`src/ifeb_pkg.sv`:
```
package ifeb_pkg;

  // ****************************************
  // register offsets
  // ****************************************
  localparam logic [11:0] OFS_FLAGS2   = 12'h000;
  localparam logic [11:0] OFS_FLAGS3   = 12'h004;
  localparam logic [11:0] OFS_FLAGS4   = 12'h008;
  localparam logic [11:0] OFS_EN0      = 12'h00C;
  localparam logic [11:0] OFS_EN2      = 12'h010;
  localparam logic [11:0] OFS_EN3      = 12'h014;
  localparam logic [11:0] OFS_EN4      = 12'h018;
  localparam logic [11:0] OFS_IRQ_STAT = 12'h01C;
  localparam logic [11:0] OFS_IRQ_CLR  = 12'h020;
  localparam logic [11:0] OFS_IRQ_EN   = 12'h024;

  // ****************************************
  // implemented bit masks
  // ****************************************
  localparam int          REG_W      = 16;
  localparam logic [15:0] MASK_FLAGS2 = 16'hDFFF;
  localparam logic [15:0] MASK_FLAGS3 = 16'h21FF;
  localparam logic [15:0] MASK_FLAGS4 = 16'h00F6;
  localparam logic [15:0] MASK_EN0    = 16'h7FFF;
  localparam logic [15:0] RESET_VAL   = 16'h0000;

  // ****************************************
  // named bit positions
  // ****************************************
  localparam int BIT_CAN1_RX_READY  = 2;
  localparam int BIT_SERIAL2_EVENT  = 1;
  localparam int BIT_SERIAL2_ERROR  = 0;
  localparam int BIT_CAN2_TX_REQ    = 7;
  localparam int BIT_ASYNC1_RX_EN   = 11;

  // ****************************************
  // interrupt event bits
  // ****************************************
  localparam int EVT_W       = 3;
  localparam int EVT_NEW_REQ = 0;
  localparam int EVT_SW_SET  = 1;
  localparam int EVT_IRQ_UP  = 2;

  typedef struct packed {
    logic [15:0] flags;
    logic [15:0] en;
  } ifeb_grp_t;

  typedef struct packed {
    logic [31:0] prdata;
    logic        pslverr;
  } ifeb_rsp_t;

endpackage
```
`src/ifeb_bank.sv`:
```
// The APB register port and the placing of the registers were chosen for this implementation.
`timescale 1ns/100ps
module ifeb_bank #(
  parameter int NGRP = 4
) (
  input  wire logic        clk,             // system clock
  input  wire logic        sys_rst,         // async reset, high
  input  wire logic        psel,            // apb select
  input  wire logic        penable,         // apb enable
  input  wire logic        pwrite,          // apb direction
  input  wire logic [11:0] paddr,           // apb byte address
  input  wire logic [31:0] pwdata,          // apb write data
  input  wire logic [3:0]  pstrb,           // apb byte strobes
  output logic      [31:0] prdata,          // apb read data
  output logic             pready,          // apb ready
  output logic             pslverr,         // apb error
  input  wire logic [15:0] src_group2,      // group2 source pulses
  input  wire logic [15:0] src_group3,      // group3 source pulses
  input  wire logic [15:0] src_group4,      // group4 source pulses
  input  wire logic [15:0] src_group0,      // group0 source pulses
  output logic      [63:0] cpu_req,         // per-source requests
  output logic             cpu_req_any,     // any forwarded request
  output logic             irq              // summary interrupt
);

  // ****************************************
  // bus decode
  // ****************************************
  logic        wr_acc;
  logic        rd_acc;
  logic        lo_ok;
  logic [15:0] wlo;
  logic [NGRP-1:0] wr_flags;
  logic [NGRP-1:0] wr_en;
  logic        hit;

  assign wr_acc = psel & penable & pwrite;
  assign rd_acc = psel & penable & ~pwrite;
  assign lo_ok  = &pstrb[1:0];
  assign wlo    = pwdata[15:0];
  assign pready = 1'b1;

  // ****************************************
  // groups: 0=flags2 1=flags3 2=flags4 3=en0
  // ****************************************
  localparam logic [15:0] GMASK [4] = '{ifeb_pkg::MASK_FLAGS2, ifeb_pkg::MASK_FLAGS3,
                                         ifeb_pkg::MASK_FLAGS4, ifeb_pkg::MASK_EN0};
  localparam logic [11:0] FOFS [4] = '{ifeb_pkg::OFS_FLAGS2, ifeb_pkg::OFS_FLAGS3,
                                        ifeb_pkg::OFS_FLAGS4, 12'hFFC};
  localparam logic [11:0] EOFS [4] = '{ifeb_pkg::OFS_EN2, ifeb_pkg::OFS_EN3,
                                        ifeb_pkg::OFS_EN4, ifeb_pkg::OFS_EN0};
  // group0 flags have no bus address, so no write may reach them
  localparam logic        FMAP [4] = '{1'b1, 1'b1, 1'b1, 1'b0};

  logic [15:0] srcs [4];
  ifeb_pkg::ifeb_grp_t gq [4];
  logic [15:0] greq [4];
  logic [NGRP-1:0] gnew;

  assign srcs[0] = src_group2;
  assign srcs[1] = src_group3;
  assign srcs[2] = src_group4;
  assign srcs[3] = src_group0;

  genvar g;
  generate
    for (g = 0; g < NGRP; g++) begin : g_grp
      assign wr_flags[g] = wr_acc & lo_ok & FMAP[g] & (paddr == FOFS[g]);
      assign wr_en[g]    = wr_acc & lo_ok & (paddr == EOFS[g]);
      ifeb_group #(
        .MASK(GMASK[g])
      ) u_grp (
        .clk      (clk),
        .sys_rst  (sys_rst),
        .src_req  (srcs[g]),
        .wr_flags (wr_flags[g]),
        .wr_en    (wr_en[g]),
        .wdata    (wlo),
        .q        (gq[g]),
        .req_out  (greq[g]),
        .new_req  (gnew[g])
      );
      assign cpu_req[16*g +: 16] = greq[g];
    end
  endgenerate

  // enable group0 has no flags register of its own in this map
  // fixed positions via masks and source ports
  assign cpu_req_any = |cpu_req;

  // ****************************************
  // interrupt summary state
  // ****************************************
  typedef struct packed {
    logic [ifeb_pkg::EVT_W-1:0] stat;
    logic [ifeb_pkg::EVT_W-1:0] ien;
    logic                       any_q;
    ifeb_pkg::ifeb_rsp_t        rsp;
  } ifeb_top_t;

  ifeb_top_t st;
  ifeb_top_t next_st;
  logic [ifeb_pkg::EVT_W-1:0] evt;
  logic [31:0] rd_mux;

  always_comb begin
    evt = '0;
    evt[ifeb_pkg::EVT_NEW_REQ] = |gnew;
    evt[ifeb_pkg::EVT_SW_SET]  = |(wr_flags & {NGRP{|wlo}});
    evt[ifeb_pkg::EVT_IRQ_UP]  = cpu_req_any & ~st.any_q;
  end

  always_comb begin
    hit    = 1'b1;
    rd_mux = 32'h0000_0000;
    case (paddr)
      ifeb_pkg::OFS_FLAGS2:   rd_mux = {16'h0000, gq[0].flags};
      ifeb_pkg::OFS_FLAGS3:   rd_mux = {16'h0000, gq[1].flags};
      ifeb_pkg::OFS_FLAGS4:   rd_mux = {16'h0000, gq[2].flags};
      ifeb_pkg::OFS_EN0:      rd_mux = {16'h0000, gq[3].en};
      ifeb_pkg::OFS_EN2:      rd_mux = {16'h0000, gq[0].en};
      ifeb_pkg::OFS_EN3:      rd_mux = {16'h0000, gq[1].en};
      ifeb_pkg::OFS_EN4:      rd_mux = {16'h0000, gq[2].en};
      ifeb_pkg::OFS_IRQ_STAT: rd_mux = {29'h0000_0000, st.stat};
      ifeb_pkg::OFS_IRQ_CLR:  rd_mux = 32'h0000_0000;
      ifeb_pkg::OFS_IRQ_EN:   rd_mux = {29'h0000_0000, st.ien};
      default:                hit = 1'b0;
    endcase
  end

  always_comb begin
    next_st = st;
    next_st.any_q = cpu_req_any;
    if (wr_acc && paddr == ifeb_pkg::OFS_IRQ_CLR) begin
      next_st.stat = st.stat & ~pwdata[ifeb_pkg::EVT_W-1:0];
    end
    if (wr_acc && paddr == ifeb_pkg::OFS_IRQ_EN) begin
      next_st.ien = pwdata[ifeb_pkg::EVT_W-1:0];
    end
    // events win over a same-cycle clear
    next_st.stat = next_st.stat | evt;
    next_st.rsp.pslverr = psel & ~penable & ~hit;
    next_st.rsp.prdata  = (psel & ~penable & ~pwrite) ? rd_mux : 32'h0000_0000;
  end

  always_ff @(posedge clk or posedge sys_rst) begin
    if (sys_rst) begin
      st <= '0;
    end else begin
      st <= next_st;
    end
  end

  assign prdata  = st.rsp.prdata;
  assign pslverr = st.rsp.pslverr & psel & penable;
  assign irq     = |(st.stat & st.ien);

endmodule // ifeb_bank

```
`src/ifeb_group.sv`:
```
`timescale 1ns/100ps
// one flag/enable register pair with sticky flags
module ifeb_group #(
  parameter logic [15:0] MASK = 16'hFFFF
) (
  input  wire logic        clk,        // system clock
  input  wire logic        sys_rst,    // async reset, high
  input  wire logic [15:0] src_req,    // source request pulses
  input  wire logic        wr_flags,   // write strobe for flags
  input  wire logic        wr_en,      // write strobe for enables
  input  wire logic [15:0] wdata,      // write data
  output ifeb_pkg::ifeb_grp_t q,       // current flags and enables
  output logic [15:0]      req_out,    // forwarded requests
  output logic             new_req     // a source pulse sets a clear flag this cycle
);

  ifeb_pkg::ifeb_grp_t state;
  ifeb_pkg::ifeb_grp_t next_state;

  always_comb begin
    next_state = state;
    if (wr_flags) begin
      next_state.flags = wdata & MASK;
    end
    if (wr_en) begin
      next_state.en = wdata & MASK;
    end
    next_state.flags = next_state.flags | (src_req & MASK);
  end

  always_ff @(posedge clk or posedge sys_rst) begin
    if (sys_rst) begin
      state <= '{flags: ifeb_pkg::RESET_VAL, en: ifeb_pkg::RESET_VAL};
    end else begin
      state <= next_state;
    end
  end

  assign q = state;
  assign req_out = state.flags & state.en;
  assign new_req = |(src_req & MASK & ~state.flags);

endmodule // ifeb_group

```
`config.mk`:
```
export PLATFORM = sky130hd
export DESIGN_NAME = ifeb_bank
export DESIGN_NICKNAME = d
export VERILOG_FILES = /design/src/ifeb_pkg.sv /design/src/ifeb_bank.sv /design/src/ifeb_group.sv
export SDC_FILE = /design/constraint.sdc
export NUM_CORES = 1
export LEC_CHECK = 0
export BUFFER_PORTS_ARGS = -buffer_cell sky130_fd_sc_hd__buf_4
export CORE_MARGIN = 10
export CORE_UTILIZATION = 48
export CTS_BUF_LIST = sky130_fd_sc_hd__clkbuf_4 sky130_fd_sc_hd__clkbuf_8
export DETAILED_ROUTE_END_ITERATION = 10
export HOLD_SLACK_MARGIN = 0.05
export PLACE_DENSITY = 0.8
export SYNTH_ARGS = -nofsm -noshare
export SYNTH_HDL_FRONTEND = slang
export SYNTH_SLANG_ARGS = --single-unit
```
`constraint.sdc`:
```
create_clock -name clk -period 3.15 [get_ports clk]
set_input_delay 0.315 -clock clk [delete_from_list [all_inputs] [get_ports clk]]
set_output_delay 0.315 -clock clk [all_outputs]
set_load 0.005 [all_outputs]
```
==> out/results.txt <==
outcome: finished clean
Comb power frac: 0.082
Total Wirelength: 23600 µm
initial antenna violation count: 0
CTS root buf: clkbuf_8
Post-DP Area: 7640 µm²
Global Route Usage Sum: 0.249
ys flop type: dfrtp_1
Flop pwr share: 0.463
clock slew seen by the registers of the worst setup and hold paths: 0.07 ns
RSZ-0062 raised after global routing: no
top area cells in the synthesized netlist: dfrtp_1 (44%), mux2_2 (9.0%), buf_4 (5.9%)
detailed placement HPWL: 17900 µm
Reg2Reg Launch Point: g_grp[1].u_grp.q[22]
cell taking the most area after synthesis: dfrtp_1
register area share after synthesis: 0.444
Max VDD drop: 356 µV
clock tree from TritonCTS: yes
setup slack, reg-to-reg: 1.19 ns
Clk pwr share: 0.455
Core ar.: 13300 µm²
Syn Inst Count: 638
Worst EP arrival: 2.42 ns
switching power: 0.770 mW
Avg WL per Cell: 24.4 µm
Hold Violations, Final: 0
Initial Util: 0.492
fillers: 1111
TritonRoute pass-1 iters: 5
asr flop ratio synth: 1.00
final worst path period need: 2.73 ns
Final period util: 0.868
Worst setup EP type: output pin
Layout Area Growth over Synthesis: 23.6%
P_leak: 3.64 nW
Num CTS Buffers: 17
Layout Cells excl Fill: 968
synthesized area per cell: 10.2 µm²
post-CTS setup buffers: 0
Setup Skew: 0.0114 ns
Worst Setup Start Kind: flip-flop
CP max FO: 4
Setup Viol. Count Final: 0
reg2reg path depth: 4
Vias/cell: 5.95
grt ovf: 0
fin. max-slew vios: 0
Final Cell Area: 8080 µm²
largest net degree at the start of global routing: 56
post-route ant nets: 0
Post-synth top cells: dfrtp_1 (116), mux2_2 (52), buf_4 (51)
Worst-Margin Slew: 0.912 ns
vias in the first global route: 5965
worst min path class: input port to async pin
H-tree Lvls: 4
Clk Latency, worst-skew pair: 0.45 ns
DRC: 0
flops & latches, synth: 116
first-pass GRT wire length: 35100 µm
final net count: 896
Slew headroom: 0.391
Switching Share: 0.239
synthesized area: 6540 µm²
WHS: 0.0553 ns
layout cells sized above 1: 0.357
PD cells: 398 nW/µm²
fmax: 366 MHz
Power Total: 3.22 mW
CTS max path bufs: 2
Ys Warns: 0
I/O Buffers: 145
placed insts: 934
chip height: 137 µm
most numerous cell in the Yosys netlist: dfrtp_1
DR iter-0 viols: 628
Die X: 137 µm
I/O pin count: 217
Max Cap Violations: 0
routability cong.: 0.953
kind of critical path: flip-flop to output pin
r2r endpoint: st[33]
Synth cell types: 52
Inserted Diodes: 0
setup_tns: 0 ns
Core Rows: 42
EDFF count, synth: 0
clk sinks: 116
Synth top area share: 0.444
Worst EP required: 2.83 ns
via count: 5764
Internal Pwr Total: 2.45 mW
die area: 18700 µm²
[what timing repair did]
action                    4_1_cts  5_1_grt
hold buffers                    2        0
hold endpoints to repair        2        0
gates resized for setup         0        0
[state kept, by name (all words and copies together) (netlist names)]
signal / count
st: 8
prdata: 16
g_grp.u_grp.q: 92
[critical path: stages, from the launching register on]
cell and delay (ns):
dfrtp_1 0.43, and2_1 0.20, or4_1 0.59, nor4_1 0.42
nand3_1 0.17, buf_4 0.18
[metal layers]
metal  vias to the layer above  global-route usage  part of all wire
li1                       2516                   -                 -
met1                      2851               0.314              0.40
met2                       342               0.389              0.46
met3                        55              0.0711              0.11
met4                         0               0.110             0.033
met5                         -                   0                 0
[how the worst max path moves through the flow]
stage | startpoint | to | slack, ns
CTS | g_grp[1].u_grp.q[17] | cpu_req_any | 0.35
floorplan | paddr[2] | g_grp[0].u_grp.q[3] | 0.94
global route | g_grp[1].u_grp.q[22] | cpu_req_any | 0.31
finish | g_grp[1].u_grp.q[22] | cpu_req_any | 0.42
global placement | paddr[9] | g_grp[2].u_grp.q[20] | 0.45
detailed placement | paddr[9] | g_grp[2].u_grp.q[17] | 0.36
[logic make-up after synthesis]
kind of cell,count (synthesis),synth area share
AND/OR/NAND/NOR,229,0.215
AO/OA/AOI/OAI,116,0.127
buffers and inverters,104,0.0932
other,2,0.00115
flip-flops,116,0.444
multiplexers,71,0.119
[power by group through the flow]
stage	Clock, mW	Combinational (mW)	Sequential [mW]
2_1_floorplan	0	0.136	1.52
3_3_place_gp	0	0.251	1.52
3_5_place_dp	0	0.255	1.52
4_1_cts	1.48	0.258	1.49
5_1_grt	1.54	0.283	1.49
6_report	1.46	0.263	1.49
[metrics by stage]
step | worst slack [ns] | utilization
finish | 0.416 | 0.608
global route | 0.308 | 0.608
CTS | 0.346 | 0.608
detailed placement | 0.362 | 0.575
global placement | 0.452 | 0.575
floorplan | 0.939 | -
[cell usage in the layout (no fill, tap or decap), types with 4 or more instances in the layout]
master and n:
a211o_1 10, a211oi_1 10, a21oi_1 10, a22o_1 4, a22oi_1 10, a31oi_1 23, a32oi_1 4, and2_1 47
and3_1 4, buf_4 168, clkbuf_4 4, clkbuf_8 19, clkinv_2 4, conb_1 35, dfrtp_1 116, inv_1 21
mux2_1 4, mux2_2 52, mux2i_1 15, nand2_1 17, nand2b_1 37, nand3_1 14, nand4_1 4, nor2_1 32
nor3_1 4, nor4_1 22, nor4_4 4, o2111ai_1 11, o21ai_0 15, o31a_1 10, or2_2 17, or4_1 11
[layout make-up]
class,count,area [µm²],share of cell area
clock buffer,23,292,0.0361
multi-input combinational,451,3150,0.390
sequential,116,2900,0.359
tap,176,220,0.0273
timing repair buffer,171,1300,0.161
clock inverter,9,128,0.0158
inverter,22,86.3,0.0107
Note: power is estimated with default switching activity, not from simulation.
